[src/core/fgs_pkg.sv]
package fgs_pkg;
   // register byte offsets
   localparam logic [7:0] OFS_CTRL     = 8'h00;
   localparam logic [7:0] OFS_FAST_SEL = 8'h04;
   localparam logic [7:0] OFS_FAST_VEC = 8'h08;
   localparam logic [7:0] OFS_BPC      = 8'h0C;
   localparam logic [7:0] OFS_BPSW     = 8'h10;
   localparam logic [7:0] OFS_PEND     = 8'h14;
   localparam logic [7:0] OFS_BE_ST    = 8'h18;
   localparam logic [7:0] OFS_BE_CLR   = 8'h1C;
   localparam logic [7:0] OFS_BE_EN    = 8'h20;
   localparam logic [7:0] OFS_LV_EN    = 8'h24;
   localparam logic [7:0] OFS_LV_ST    = 8'h34;
   localparam logic [7:0] OFS_SCIA_CFG = 8'h44;
   localparam logic [7:0] OFS_SCIB_CFG = 8'h48;
   localparam logic [7:0] OFS_SCI_ST   = 8'h4C;
   localparam logic [7:0] OFS_PRIO     = 8'h80;
   // field positions
   localparam int CTRL_GIE     = 0;
   localparam int CTRL_MASK    = 4;
   localparam int CTRL_FSEL    = 8;
   localparam int FAST_EN_BIT  = 8;
   localparam int SCI_VEC_LSB  = 8;
   localparam int PEND_NMI_BIT = 31;
   // reset values
   localparam logic       GIE_RST  = 1'b1;
   localparam logic [3:0] MASK_RST = 4'h0;
   localparam logic [1:0] FSEL_RST = 2'h0;
   // rates in clk cycles per enable pulse
   localparam logic [7:0] PERIPHERAL_CLOCK_A_DIV = 8'h02;
   localparam logic [7:0] PERIPHERAL_CLOCK_B_DIV = 8'h04;
   localparam logic [7:0] FILT_DIV0 = 8'h01;
   localparam logic [7:0] FILT_DIV1 = 8'h04;
   localparam logic [7:0] FILT_DIV2 = 8'h10;
   localparam logic [7:0] FILT_DIV3 = 8'h40;
   // vector layout
   localparam int         NGRP         = 5;
   localparam int         NSCI         = 2;
   localparam int         NLV          = 4;
   localparam logic [7:0] PIN_VEC_BASE = 8'h40;
   localparam logic [7:0] GRP_VEC_BASE = 8'h70;
endpackage : fgs_pkg

[src/core/fgs_irq_ctrl.sv]
`timescale 1ns/1ps
// How it works
// RULE1: fast interrupt outranks every maskable source
// RULE2: fast accept copies pc, psw to backups
// RULE3: ordinary handler saves registers in software
// RULE4: pins and nmi filtered, sample clock selectable
// RULE5: filter rejects changes shorter than three samples
// RULE6: accepting interrupt clears global enable bit
// RULE7: handler rewrites global enable to allow nesting
// RULE8: group request is or of enabled members
// RULE9: handler reads group status to find source
// RULE10: edge, two level groups clock b; two clock a
// RULE11: edge group flag clears on write one
// RULE12: level flag follows peripheral flag clearing
// RULE13: level flag clears when enable written zero
// RULE14: slot picks one source, vector 128 to 255
// RULE15: slot type a on clock a, b on b
// RULE16: slot flags sticky, never block later requests
// RULE17: fast jump target from fast vector register
// RULE18: accept only when priority above mask level
// RULE19: edge flag clears when acceptance acknowledged
// RULE20: global enable set at reset, cleared on exception
// RULE21: edge group flag set on rise, set wins
// RULE22: inputs synchronised, output moves after three samples
module fgs_irq_ctrl #(
   parameter int NPIN = 4,
   parameter int GW   = 8,
   parameter int NSRC = 4
) (
   input  wire logic            clk,
   input  wire logic            reset_n,
   input  wire logic [7:0]      reg_addr,
   input  wire logic [31:0]     reg_wdata,
   input  wire logic            reg_wr,
   input  wire logic            reg_rd,
   output logic      [31:0]     reg_rdata,
   input  wire logic [NPIN-1:0] irq_pin,
   input  wire logic            nmi_pin,
   input  wire logic [GW-1:0]   be_src,
   input  wire logic [GW-1:0]   bl0_src,
   input  wire logic [GW-1:0]   bl1_src,
   input  wire logic [GW-1:0]   al0_src,
   input  wire logic [GW-1:0]   al1_src,
   input  wire logic [NSRC-1:0] sci_a_src,
   input  wire logic [NSRC-1:0] sci_b_src,
   input  wire logic            cpu_ack,
   input  wire logic            cpu_rte,
   input  wire logic            exc_accept,
   input  wire logic [31:0]     cpu_pc,
   input  wire logic [31:0]     cpu_psw,
   input  wire logic            nmi_ack,
   output logic                 irq_req,
   output logic      [7:0]      irq_vec,
   output logic                 irq_fast,
   output logic      [31:0]     irq_target,
   output logic                 nmi_req
);
   localparam int NV = NPIN + fgs_pkg::NGRP + fgs_pkg::NSCI;
   localparam int IW = $clog2(NV);
   localparam int SW = $clog2(NSRC);
   localparam int GB = NPIN;
   localparam int SB = NPIN + fgs_pkg::NGRP;

   // configuration state
   logic            gie_ff, nxt_gie;
   logic [3:0]      mask_ff, nxt_mask;
   logic [1:0]      fsel_ff, nxt_fsel;
   logic            fast_en_ff, nxt_fast_en;
   logic [IW-1:0]   fast_sel_ff, nxt_fast_sel;
   logic [31:0]     fast_vec_ff, nxt_fast_vec;
   logic [GW-1:0]   be_en_ff, nxt_be_en;
   logic [GW-1:0]   lv_en_ff  [fgs_pkg::NLV];
   logic [GW-1:0]   nxt_lv_en [fgs_pkg::NLV];
   logic [SW-1:0]   sci_sel_ff  [fgs_pkg::NSCI];
   logic [SW-1:0]   nxt_sci_sel [fgs_pkg::NSCI];
   logic [6:0]      sci_vec_ff  [fgs_pkg::NSCI];
   logic [6:0]      nxt_sci_vec [fgs_pkg::NSCI];
   logic [3:0]      prio_ff  [NV];
   logic [3:0]      nxt_prio [NV];
   // event flags
   logic [NPIN:0]   filt_q, filt_prev_ff, pin_all;
   logic [NPIN-1:0] pin_ir_ff, nxt_pin_ir, pin_rise;
   logic            nmi_ff, nxt_nmi;
   logic [GW-1:0]   be_prev_ff, nxt_be_prev, be_st_ff, nxt_be_st;
   logic [GW-1:0]   be_set, be_clr, be_only;
   logic [GW-1:0]   lv_src    [fgs_pkg::NLV];
   logic [GW-1:0]   lv_st_ff  [fgs_pkg::NLV];
   logic [GW-1:0]   nxt_lv_st [fgs_pkg::NLV];
   logic [1:0]      sci_prev_ff, nxt_sci_prev, sci_pick, sci_rise, sci_tick;
   logic [1:0]      sci_st_ff, nxt_sci_st, sci_ir_ff, nxt_sci_ir;
   logic [31:0]     bpc_ff, nxt_bpc, bpsw_ff, nxt_bpsw;
   // arbitration and bus
   logic [fgs_pkg::NGRP-1:0] grp_req;
   logic [NV-1:0]   pend, acc_oh;
   logic [NPIN-1:0] acc_pin;
   logic            accept, found, fast_ok;
   logic [IW-1:0]   best, irq_idx_ff;
   logic [3:0]      best_p, irq_prio_ff;
   logic            nxt_req, nxt_fast;
   logic [7:0]      nxt_vec;
   logic [31:0]     nxt_target, rd_val, nxt_rdata;
   logic            peripheral_clock_a_en, peripheral_clock_b_en, filt_en;
   logic [7:0]      filt_div;

   fgs_rate_div #(.W(8)) u_peripheral_clock_a (
      .clk     (clk),
      .reset_n (reset_n),
      .div     (fgs_pkg::PERIPHERAL_CLOCK_A_DIV),
      .tick    (peripheral_clock_a_en)
   );
   fgs_rate_div #(.W(8)) u_peripheral_clock_b (
      .clk     (clk),
      .reset_n (reset_n),
      .div     (fgs_pkg::PERIPHERAL_CLOCK_B_DIV),
      .tick    (peripheral_clock_b_en)
   );
   fgs_rate_div #(.W(8)) u_fclk (
      .clk     (clk),
      .reset_n (reset_n),
      .div     (filt_div),
      .tick    (filt_en)
   );

   always_comb begin
      case (fsel_ff) // RULE4
         2'h0:    filt_div = fgs_pkg::FILT_DIV0;
         2'h1:    filt_div = fgs_pkg::FILT_DIV1;
         2'h2:    filt_div = fgs_pkg::FILT_DIV2;
         default: filt_div = fgs_pkg::FILT_DIV3;
      endcase
   end

   // pins in low bits, nmi on top
   assign pin_all = {nmi_pin, irq_pin};
   for (genvar gi = 0; gi <= NPIN; gi++) begin : g_filt
      fgs_noise_filter u_filt (
         .clk       (clk),
         .reset_n   (reset_n),
         .sample_en (filt_en),
         .din       (pin_all[gi]),
         .dout      (filt_q[gi])
      );
   end

   // level groups: 0,1 on clock b; 2,3 on clock a
   assign lv_src[0] = bl0_src;
   assign lv_src[1] = bl1_src;
   assign lv_src[2] = al0_src;
   assign lv_src[3] = al1_src;
   assign accept    = irq_req && cpu_ack;
   assign acc_oh    = accept ? (NV'(1) << irq_idx_ff) : '0;
   assign acc_pin   = acc_oh[NPIN-1:0];
   assign sci_tick  = {peripheral_clock_b_en, peripheral_clock_a_en}; // RULE15
   assign sci_pick  = {sci_b_src[sci_sel_ff[1]], sci_a_src[sci_sel_ff[0]]}; // RULE14
   assign pend      = {sci_ir_ff, grp_req, pin_ir_ff};

   always_comb begin
      grp_req[0] = |(be_st_ff & be_en_ff); // RULE8
      for (int k = 0; k < fgs_pkg::NLV; k++) begin
         grp_req[k+1] = |(lv_st_ff[k] & lv_en_ff[k]); // RULE8
      end
   end

   // configuration registers
   always_comb begin
      nxt_gie      = gie_ff;
      nxt_mask     = mask_ff;
      nxt_fsel     = fsel_ff;
      nxt_fast_en  = fast_en_ff;
      nxt_fast_sel = fast_sel_ff;
      nxt_fast_vec = fast_vec_ff;
      nxt_be_en    = be_en_ff;
      nxt_lv_en    = lv_en_ff;
      nxt_sci_sel  = sci_sel_ff;
      nxt_sci_vec  = sci_vec_ff;
      nxt_prio     = prio_ff;
      if (reg_wr) begin
         case (reg_addr)
            fgs_pkg::OFS_CTRL: begin
               nxt_gie  = reg_wdata[fgs_pkg::CTRL_GIE]; // RULE7
               nxt_mask = reg_wdata[fgs_pkg::CTRL_MASK +: 4];
               nxt_fsel = reg_wdata[fgs_pkg::CTRL_FSEL +: 2];
            end
            fgs_pkg::OFS_FAST_SEL: begin
               nxt_fast_sel = reg_wdata[IW-1:0];
               nxt_fast_en  = reg_wdata[fgs_pkg::FAST_EN_BIT];
            end
            fgs_pkg::OFS_FAST_VEC: nxt_fast_vec = reg_wdata;
            fgs_pkg::OFS_BE_EN:    nxt_be_en = reg_wdata[GW-1:0];
            fgs_pkg::OFS_SCIA_CFG: begin
               nxt_sci_sel[0] = reg_wdata[SW-1:0];
               nxt_sci_vec[0] = reg_wdata[fgs_pkg::SCI_VEC_LSB +: 7];
            end
            fgs_pkg::OFS_SCIB_CFG: begin
               nxt_sci_sel[1] = reg_wdata[SW-1:0];
               nxt_sci_vec[1] = reg_wdata[fgs_pkg::SCI_VEC_LSB +: 7];
            end
            default: ;
         endcase
         for (int k = 0; k < fgs_pkg::NLV; k++) begin
            if (reg_addr == fgs_pkg::OFS_LV_EN + 8'(4 * k)) nxt_lv_en[k] = reg_wdata[GW-1:0];
         end
         for (int v = 0; v < NV; v++) begin
            if (reg_addr == fgs_pkg::OFS_PRIO + 8'(4 * v)) nxt_prio[v] = reg_wdata[3:0];
         end
      end
      if (cpu_rte) nxt_gie = 1'b1;
      if (accept || exc_accept) nxt_gie = 1'b0; // RULE6 RULE20
   end

   always_ff @(posedge clk) begin
      if (!reset_n) begin
         gie_ff      <= fgs_pkg::GIE_RST; // RULE20
         mask_ff     <= fgs_pkg::MASK_RST;
         fsel_ff     <= fgs_pkg::FSEL_RST;
         fast_en_ff  <= 1'b0;
         fast_sel_ff <= '0;
         fast_vec_ff <= '0;
         be_en_ff    <= '0;
         lv_en_ff    <= '{default: '0};
         sci_sel_ff  <= '{default: '0};
         sci_vec_ff  <= '{default: '0};
         prio_ff     <= '{default: '0};
      end else begin
         gie_ff      <= nxt_gie;
         mask_ff     <= nxt_mask;
         fsel_ff     <= nxt_fsel;
         fast_en_ff  <= nxt_fast_en;
         fast_sel_ff <= nxt_fast_sel;
         fast_vec_ff <= nxt_fast_vec;
         be_en_ff    <= nxt_be_en;
         lv_en_ff    <= nxt_lv_en;
         sci_sel_ff  <= nxt_sci_sel;
         sci_vec_ff  <= nxt_sci_vec;
         prio_ff     <= nxt_prio;
      end
   end

   // event flags; a set beats a same-cycle clear, but an enable write of zero clears a level flag
   always_comb begin
      pin_rise     = filt_q[NPIN-1:0] & ~filt_prev_ff[NPIN-1:0];
      nxt_pin_ir   = (pin_ir_ff & ~acc_pin) | pin_rise; // RULE19
      nxt_nmi      = (nmi_ff & ~nmi_ack) | (filt_q[NPIN] & ~filt_prev_ff[NPIN]);
      be_set       = peripheral_clock_b_en ? (be_src & ~be_prev_ff) : '0; // RULE10 RULE21
      nxt_be_prev  = peripheral_clock_b_en ? be_src : be_prev_ff;
      be_clr       = (reg_wr && reg_addr == fgs_pkg::OFS_BE_CLR) ? reg_wdata[GW-1:0] : '0;
      be_only      = be_clr & ~be_set;
      nxt_be_st    = (be_st_ff & ~be_clr) | be_set; // RULE11 RULE21
      for (int k = 0; k < fgs_pkg::NLV; k++) begin
         // RULE10 RULE12 RULE13
         nxt_lv_st[k] = ((k < 2 ? peripheral_clock_b_en : peripheral_clock_a_en) ? lv_src[k] : lv_st_ff[k]) & nxt_lv_en[k];
      end
      sci_rise     = sci_tick & sci_pick & ~sci_prev_ff; // RULE15
      nxt_sci_prev = (sci_tick & sci_pick) | (~sci_tick & sci_prev_ff);
      nxt_sci_st   = sci_st_ff | sci_rise; // RULE16
      if (reg_wr && reg_addr == fgs_pkg::OFS_SCI_ST) begin
         nxt_sci_st = (sci_st_ff & ~reg_wdata[1:0]) | sci_rise;
      end
      nxt_sci_ir   = (sci_ir_ff & ~acc_oh[SB +: 2]) | sci_rise; // RULE16 RULE19
      nxt_bpc      = bpc_ff;
      nxt_bpsw     = bpsw_ff;
      if (accept && irq_fast) begin // RULE2
         nxt_bpc  = cpu_pc;
         nxt_bpsw = cpu_psw;
      end
   end

   always_ff @(posedge clk) begin
      if (!reset_n) begin
         filt_prev_ff <= '0;
         pin_ir_ff    <= '0;
         nmi_ff       <= 1'b0;
         be_prev_ff   <= '0;
         be_st_ff     <= '0;
         lv_st_ff     <= '{default: '0};
         sci_prev_ff  <= '0;
         sci_st_ff    <= '0;
         sci_ir_ff    <= '0;
         bpc_ff       <= '0;
         bpsw_ff      <= '0;
      end else begin
         filt_prev_ff <= filt_q;
         pin_ir_ff    <= nxt_pin_ir;
         nmi_ff       <= nxt_nmi;
         be_prev_ff   <= nxt_be_prev;
         be_st_ff     <= nxt_be_st;
         lv_st_ff     <= nxt_lv_st;
         sci_prev_ff  <= nxt_sci_prev;
         sci_st_ff    <= nxt_sci_st;
         sci_ir_ff    <= nxt_sci_ir;
         bpc_ff       <= nxt_bpc;
         bpsw_ff      <= nxt_bpsw;
      end
   end

   function automatic logic [7:0] vec_of(input logic [IW-1:0] i);
      if (int'(i) < GB) vec_of = fgs_pkg::PIN_VEC_BASE + 8'(i);
      else if (int'(i) < SB) vec_of = fgs_pkg::GRP_VEC_BASE + 8'(int'(i) - GB);
      else vec_of = {1'b1, sci_vec_ff[int'(i) - SB]}; // RULE14
   endfunction : vec_of

   // highest priority wins unless the enabled fast source is pending, lower index breaks ties
   always_comb begin
      best   = '0;
      best_p = '0;
      found  = 1'b0;
      for (int i = 0; i < NV; i++) begin
         if (pend[i] && prio_ff[i] > mask_ff && (!found || prio_ff[i] > best_p)) begin // RULE18
            found  = 1'b1;
            best   = IW'(i);
            best_p = prio_ff[i];
         end
      end
      fast_ok = fast_en_ff && int'(fast_sel_ff) < NV && gie_ff && pend[fast_sel_ff]
                && prio_ff[fast_sel_ff] > mask_ff;
      if (fast_ok) begin // RULE1
         best   = fast_sel_ff;
         best_p = prio_ff[fast_sel_ff];
         found  = 1'b1;
      end
      nxt_req    = gie_ff && !accept && found; // RULE6
      nxt_vec    = vec_of(best);
      nxt_fast   = fast_ok;
      nxt_target = fast_ok ? fast_vec_ff : '0; // RULE17
   end

   always_comb begin
      rd_val = '0;
      case (reg_addr)
         fgs_pkg::OFS_CTRL: begin
            rd_val[fgs_pkg::CTRL_GIE]       = gie_ff;
            rd_val[fgs_pkg::CTRL_MASK +: 4] = mask_ff;
            rd_val[fgs_pkg::CTRL_FSEL +: 2] = fsel_ff;
         end
         fgs_pkg::OFS_FAST_SEL: begin
            rd_val[IW-1:0]               = fast_sel_ff;
            rd_val[fgs_pkg::FAST_EN_BIT] = fast_en_ff;
         end
         fgs_pkg::OFS_FAST_VEC: rd_val = fast_vec_ff;
         fgs_pkg::OFS_BPC:      rd_val = bpc_ff;
         fgs_pkg::OFS_BPSW:     rd_val = bpsw_ff;
         fgs_pkg::OFS_PEND: begin
            rd_val[NV-1:0]                = pend;
            rd_val[fgs_pkg::PEND_NMI_BIT] = nmi_ff;
         end
         fgs_pkg::OFS_BE_ST:    rd_val[GW-1:0] = be_st_ff; // RULE9
         fgs_pkg::OFS_BE_EN:    rd_val[GW-1:0] = be_en_ff;
         fgs_pkg::OFS_SCIA_CFG: begin
            rd_val[SW-1:0]                     = sci_sel_ff[0];
            rd_val[fgs_pkg::SCI_VEC_LSB +: 7] = sci_vec_ff[0];
         end
         fgs_pkg::OFS_SCIB_CFG: begin
            rd_val[SW-1:0]                     = sci_sel_ff[1];
            rd_val[fgs_pkg::SCI_VEC_LSB +: 7] = sci_vec_ff[1];
         end
         fgs_pkg::OFS_SCI_ST:   rd_val[1:0] = sci_st_ff;
         default: ;
      endcase
      for (int k = 0; k < fgs_pkg::NLV; k++) begin
         if (reg_addr == fgs_pkg::OFS_LV_EN + 8'(4 * k)) rd_val[GW-1:0] = lv_en_ff[k];
         if (reg_addr == fgs_pkg::OFS_LV_ST + 8'(4 * k)) rd_val[GW-1:0] = lv_st_ff[k]; // RULE9
      end
      for (int v = 0; v < NV; v++) begin
         if (reg_addr == fgs_pkg::OFS_PRIO + 8'(4 * v)) rd_val[3:0] = prio_ff[v];
      end
      nxt_rdata = reg_rd ? rd_val : '0;
   end

   always_ff @(posedge clk) begin
      if (!reset_n) begin
         irq_req     <= 1'b0;
         irq_vec     <= '0;
         irq_fast    <= 1'b0;
         irq_target  <= '0;
         irq_idx_ff  <= '0;
         irq_prio_ff <= '0;
         nmi_req     <= 1'b0;
         reg_rdata   <= '0;
      end else begin
         irq_req     <= nxt_req;
         irq_vec     <= nxt_vec;
         irq_fast    <= nxt_fast;
         irq_target  <= nxt_target;
         irq_idx_ff  <= best;
         irq_prio_ff <= best_p;
         nmi_req     <= nxt_nmi;
         reg_rdata   <= nxt_rdata;
      end
   end
endmodule : fgs_irq_ctrl

[src/core/fgs_noise_filter.sv]
`timescale 1ns/1ps
module fgs_noise_filter (
   input  wire logic clk,
   input  wire logic reset_n,
   input  wire logic sample_en,
   input  wire logic din,
   output logic      dout
);
   logic       sync1_ff;
   logic       sync2_ff;
   logic [2:0] samp_ff;
   logic [2:0] nxt_samp;
   logic       nxt_dout;
   logic       match;

   always_comb begin
      nxt_samp = sample_en ? {samp_ff[1:0], sync2_ff} : samp_ff;  // RULE22
      match    = (samp_ff == 3'h7) || (samp_ff == 3'h0);
      nxt_dout = match ? samp_ff[0] : dout;                       // RULE5
   end

   always_ff @(posedge clk) begin
      if (!reset_n) begin
         sync1_ff <= 1'b0;
         sync2_ff <= 1'b0;
         samp_ff  <= 3'h0;
         dout     <= 1'b0;
      end else begin
         sync1_ff <= din;
         sync2_ff <= sync1_ff;
         samp_ff  <= nxt_samp;
         dout     <= nxt_dout;
      end
   end
endmodule : fgs_noise_filter

[src/core/fgs_rate_div.sv]
`timescale 1ns/1ps
module fgs_rate_div #(
   parameter int W = 8
) (
   input  wire logic         clk,
   input  wire logic         reset_n,
   input  wire logic [W-1:0] div,
   output logic              tick
);
   logic [W-1:0] cnt_ff;
   logic [W-1:0] nxt_cnt;
   logic         nxt_tick;
   logic         last;

   // div of 0 or 1 gives a pulse every cycle
   always_comb begin
      last     = (div <= W'(1)) || (cnt_ff >= div - W'(1));
      nxt_cnt  = last ? '0 : cnt_ff + W'(1);
      nxt_tick = last;
   end

   always_ff @(posedge clk) begin
      if (!reset_n) begin
         cnt_ff <= '0;
         tick   <= 1'b0;
      end else begin
         cnt_ff <= nxt_cnt;
         tick   <= nxt_tick;
      end
   end
endmodule : fgs_rate_div

[config.mk]
export PLATFORM = sky130hd
export DESIGN_NAME = fgs_irq_ctrl
export DESIGN_NICKNAME = d
export VERILOG_FILES = /design/src/core/fgs_pkg.sv /design/src/core/fgs_irq_ctrl.sv /design/src/core/fgs_noise_filter.sv /design/src/core/fgs_rate_div.sv
export SDC_FILE = /design/constraint.sdc
export NUM_CORES = 1
export LEC_CHECK = 0
export ABC_AREA = 1
export BUFFER_PORTS_ARGS = -buffer_cell sky130_fd_sc_hd__buf_2
export CORE_MARGIN = 1
export CORE_UTILIZATION = 45
export DETAILED_ROUTE_END_ITERATION = 10
export PLACE_DENSITY = 0.67
export REMOVE_ABC_BUFFERS = 1
export SKIP_LAST_GASP = 1
export SLEW_MARGIN = 20
export SYNTH_ARGS = -nofsm -noshare
export SYNTH_HDL_FRONTEND = slang
export SYNTH_SLANG_ARGS = --single-unit
[constraint.sdc]
create_clock -name clk -period 12.5 [get_ports clk]
set_clock_uncertainty 0.05 [all_clocks]
set_input_delay 1.25 -clock clk [delete_from_list [all_inputs] [get_ports clk]]
set_output_delay 1.25 -clock clk [all_outputs]
set_load 0.03 [all_outputs]
==> out/summary.txt <==
number of synthesis warnings: 0
Starting Density: 45.6%
Die Footprint: 43200 µm²
worst r2r src: prio_ff[40]$_SDFFE_PN0P_
layout cells sized above 1: 19.0%
DRC: 0
first-pass GRT wire length: 98000 µm
FF-to-FF End: irq_vec[1]$_SDFF_PN0_
Routed WL: 64600 µm
Final setup viols: 0
Util after Layout: 55.7%
slowest CP cell: ha_1
grt ovf: 0
CP arrival: 12.71 ns
total power: 2.80 mW
setup total negative slack: 0 ns
CP max FO: 8
final hold vios: 0
Slew Limit Headroom: 28.1%
CTS max path bufs: 3
initial antenna violation count: 3
hold_ws: 0.361 ns
die width: 208 µm
# fillers: 3953
vias: 19.0k
Min-Delay Path Class: flip-flop to flip-flop
Least-Margin Pin Slew: 1.07 ns
Cell Area, Synth: 19100 µm²
Rows: 75
Fmax: 0.0815 GHz
clock latency on the worst-skew pair: 0.59 ns
PortBufs: 239
HPWL Detailed: 44800 µm
clk slew on worst S/H paths: 0.06 ns
DR vias/cell: 5.54
Min-Delay Path Depth: 1
CP most frequent cell: nand2_1
synthesized flop and latch total: 409
post-route ant nets: 0
clock period minus worst slack: 12.28 ns
syn avg cell area: 7.40 µm²
leak pwr: 9.78 nW
M3 GR Usage: 3.94%
H-tree Lvls: 2
CTS tree: done
post-synthesis cell type count: 52
Sink Count: 409
PD cells: 120 nW/µm²
worst setup path class: flip-flop to flip-flop
Placer Congestion: 0.946
Num CTS Buffers: 45
met2 Usage GRT: 46.6%
Max IR drop VDD: 0.000121 V
largest net degree at the start of global routing: 157
Mapped Cells: 2578
max-cap violations: 0
gr usage total: 28.8%
most frequent cells in the layout: dfxtp_1, nand2_1, inv_1
top-level port count: 240
Core ar.: 41900 µm²
crit-path max cell delay: 0.36 ns
worst r2r path cells: 99
Area Overhead vs Synth: 22.2%
nets: 3111
commonest non-fill, non-tap cell in the layout: dfxtp_1
Die Y: 208 µm
Async SR Flop Fraction: 0%
Final period util: 98.2%
M1 GR Usage: 38.2%
CP endpoint kind: flip-flop
register area share after synthesis: 42.9%
number of DRC markers in iteration 0: 1754
Post-synth EDFFs: 0
hold path start: filt_prev_ff[4]$_SDFF_PN0_
required time worst endpoint: 12.94 ns
RSZ-0062 raised after global routing: yes
startpoint types: flip-flop
WL/cell: 18.9 µm
drt first pass iters: 5
vias in the first global route: 17.7k
grt peak-use layer: met2
fin. max-slew vios: 0
Hold Path End: nmi_req$_SDFF_PN0_
status: complete, no violations
main flop type after synthesis: dfxtp_1
R2R setup slack: 0.22 ns
clk root buf: clkbuf_16
through the flow:
step | worst slack (ns) | instance area [µm²] | cells
finish | 0.224 | 23300 | 3424
global route | -0.381 | 23300 | 3423
CTS | 0.0193 | 22500 | 3386
detailed placement | -0.563 | 20900 | 3303
global placement | 0.0502 | 20900 | 3303
floorplan | 0.407 | 18700 | 2484
logic make-up after synthesis:
| group | count (synthesis) | synth area share [%] |
|---|---|---|
| other cells | 1 | 0.0197 |
| simple gates | 832 | 18.7 |
| fa+ha+maj | 99 | 6.49 |
| buf+inv | 468 | 9.34 |
| compound gates | 766 | 22.4 |
| xor+xnor | 3 | 0.138 |
| flops | 409 | 42.9 |
state kept, by name, indices dropped and copies added, names as in the netlist, 8 cells and up, named ones only:
name and count:
g_filt.u_filt.samp_ff 15, sci_vec_ff 14, irq_target 32, u_peripheral_clock_a.cnt_ff 8, reg_rdata 32, u_fclk.cnt_ff 8, irq_vec 8, lv_st_ff 32
prio_ff 44, fast_vec_ff 32, bpsw_ff 32, bpc_ff 32, be_prev_ff 8, lv_en_ff 32, be_en_ff 8, be_st_ff 8
u_peripheral_clock_b.cnt_ff 8
Yosys cell counts (6+ instances only):
| cell | count | share of area (%) |
|---|---|---|
| a211oi_1 | 12 | 0.47 |
| a21boi_0 | 12 | 0.47 |
| a21oi_1 | 322 | 8.4 |
| a221oi_1 | 21 | 0.96 |
| a31oi_1 | 7 | 0.23 |
| buf_1 | 6 | 0.12 |
| clkbuf_1 | 94 | 1.8 |
| clkinv_1 | 9 | 0.18 |
| dfxtp_1 | 409 | 43 |
| ha_1 | 99 | 6.5 |
| inv_1 | 344 | 6.8 |
| inv_2 | 10 | 0.20 |
| nand2_1 | 383 | 7.5 |
| nand2_2 | 17 | 0.56 |
| nand3_1 | 87 | 2.3 |
| nand3_2 | 6 | 0.31 |
| nand4_1 | 22 | 0.72 |
| nor2_1 | 233 | 4.6 |
| nor3_1 | 36 | 0.94 |
| nor4_1 | 25 | 0.82 |
| o2111ai_1 | 16 | 0.73 |
| o21ai_0 | 286 | 7.5 |
| o21ai_1 | 8 | 0.21 |
| o21bai_1 | 7 | 0.28 |
| o221ai_1 | 14 | 0.64 |
| o22ai_1 | 34 | 1.1 |
| or2_2 | 12 | 0.39 |
where the power goes:
| part | switching, mW | leakage, nW | internal [mW] |
|---|---|---|---|
| sequential | 0.00997 | 3.31 | 1.32 |
| clock | 0.552 | 0.737 | 0.807 |
| combinational | 0.0766 | 5.73 | 0.0381 |
critical path, delay by kind of cell, from the launching register on:
family / cells / cell delay, ns
adder cells (fa/ha/maj): 11 / 3.13
AO/OA/AOI/OAI: 27 / 3.56
AND/OR/NAND/NOR: 50 / 4.18
flip-flops: 1 / 0.34
buffers and inverters: 11 / 0.85
worst max-delay path by stage:
| stage | start | to | slack, ns | cells after the start |
|---|---|---|---|---|
| 2_1_floorplan | mask_ff[3]$_SDFFE_PN0P_ | irq_vec[1]$_SDFF_PN0_ | 0.41 | 101 |
| 3_3_place_gp | mask_ff[1]$_SDFFE_PN0P_ | irq_vec[1]$_SDFF_PN0_ | 0.05 | 101 |
| 3_5_place_dp | mask_ff[1]$_SDFFE_PN0P_ | irq_vec[1]$_SDFF_PN0_ | -0.56 | 101 |
| 4_1_cts | mask_ff[1]$_SDFFE_PN0P_ | irq_vec[2]$_SDFF_PN0_ | 0.02 | 104 |
| 5_1_grt | mask_ff[1]$_SDFFE_PN0P_ | irq_vec[1]$_SDFF_PN0_ | -0.38 | 103 |
| 6_report | prio_ff[40]$_SDFFE_PN0P_ | irq_vec[1]$_SDFF_PN0_ | 0.22 | 99 |
final cells by class:
cell class	count	area, µm²	area share [%]
clock inverters	19	255	1.10
clock buffers	63	1250	5.38
flip-flops and latches	409	8200	35.2
repair buffers	311	1760	7.56
diodes	3	7.51	0.0322
inverters	363	1370	5.88
multi-input cells	1717	9780	42.0
well taps	539	674	2.89
layer usage:
metal | wire length (µm) | up-vias | part of all wire (%)
met2 | 29800 | 732 | 46
met3 | 4410 | 165 | 6.8
met4 | 2670 | 2 | 4.1
li1 | - | 9204 | -
met5 | 13 | - | 0.020
met1 | 27700 | 8851 | 43
repair_timing:
| action | in CTS | in global routing |
|---|---|---|
| hold buffers | 0 | 0 |
| gates cloned | 0 | 5 |
| setup endpoints to repair | 12 | 12 |
| pin swaps | 3 | 79 |
| resized for setup | 21 | 149 |
| hold endpoints to repair | 0 | 0 |
| buffers inserted | 1 | 31 |
Power figures use the tool's default switching activity.
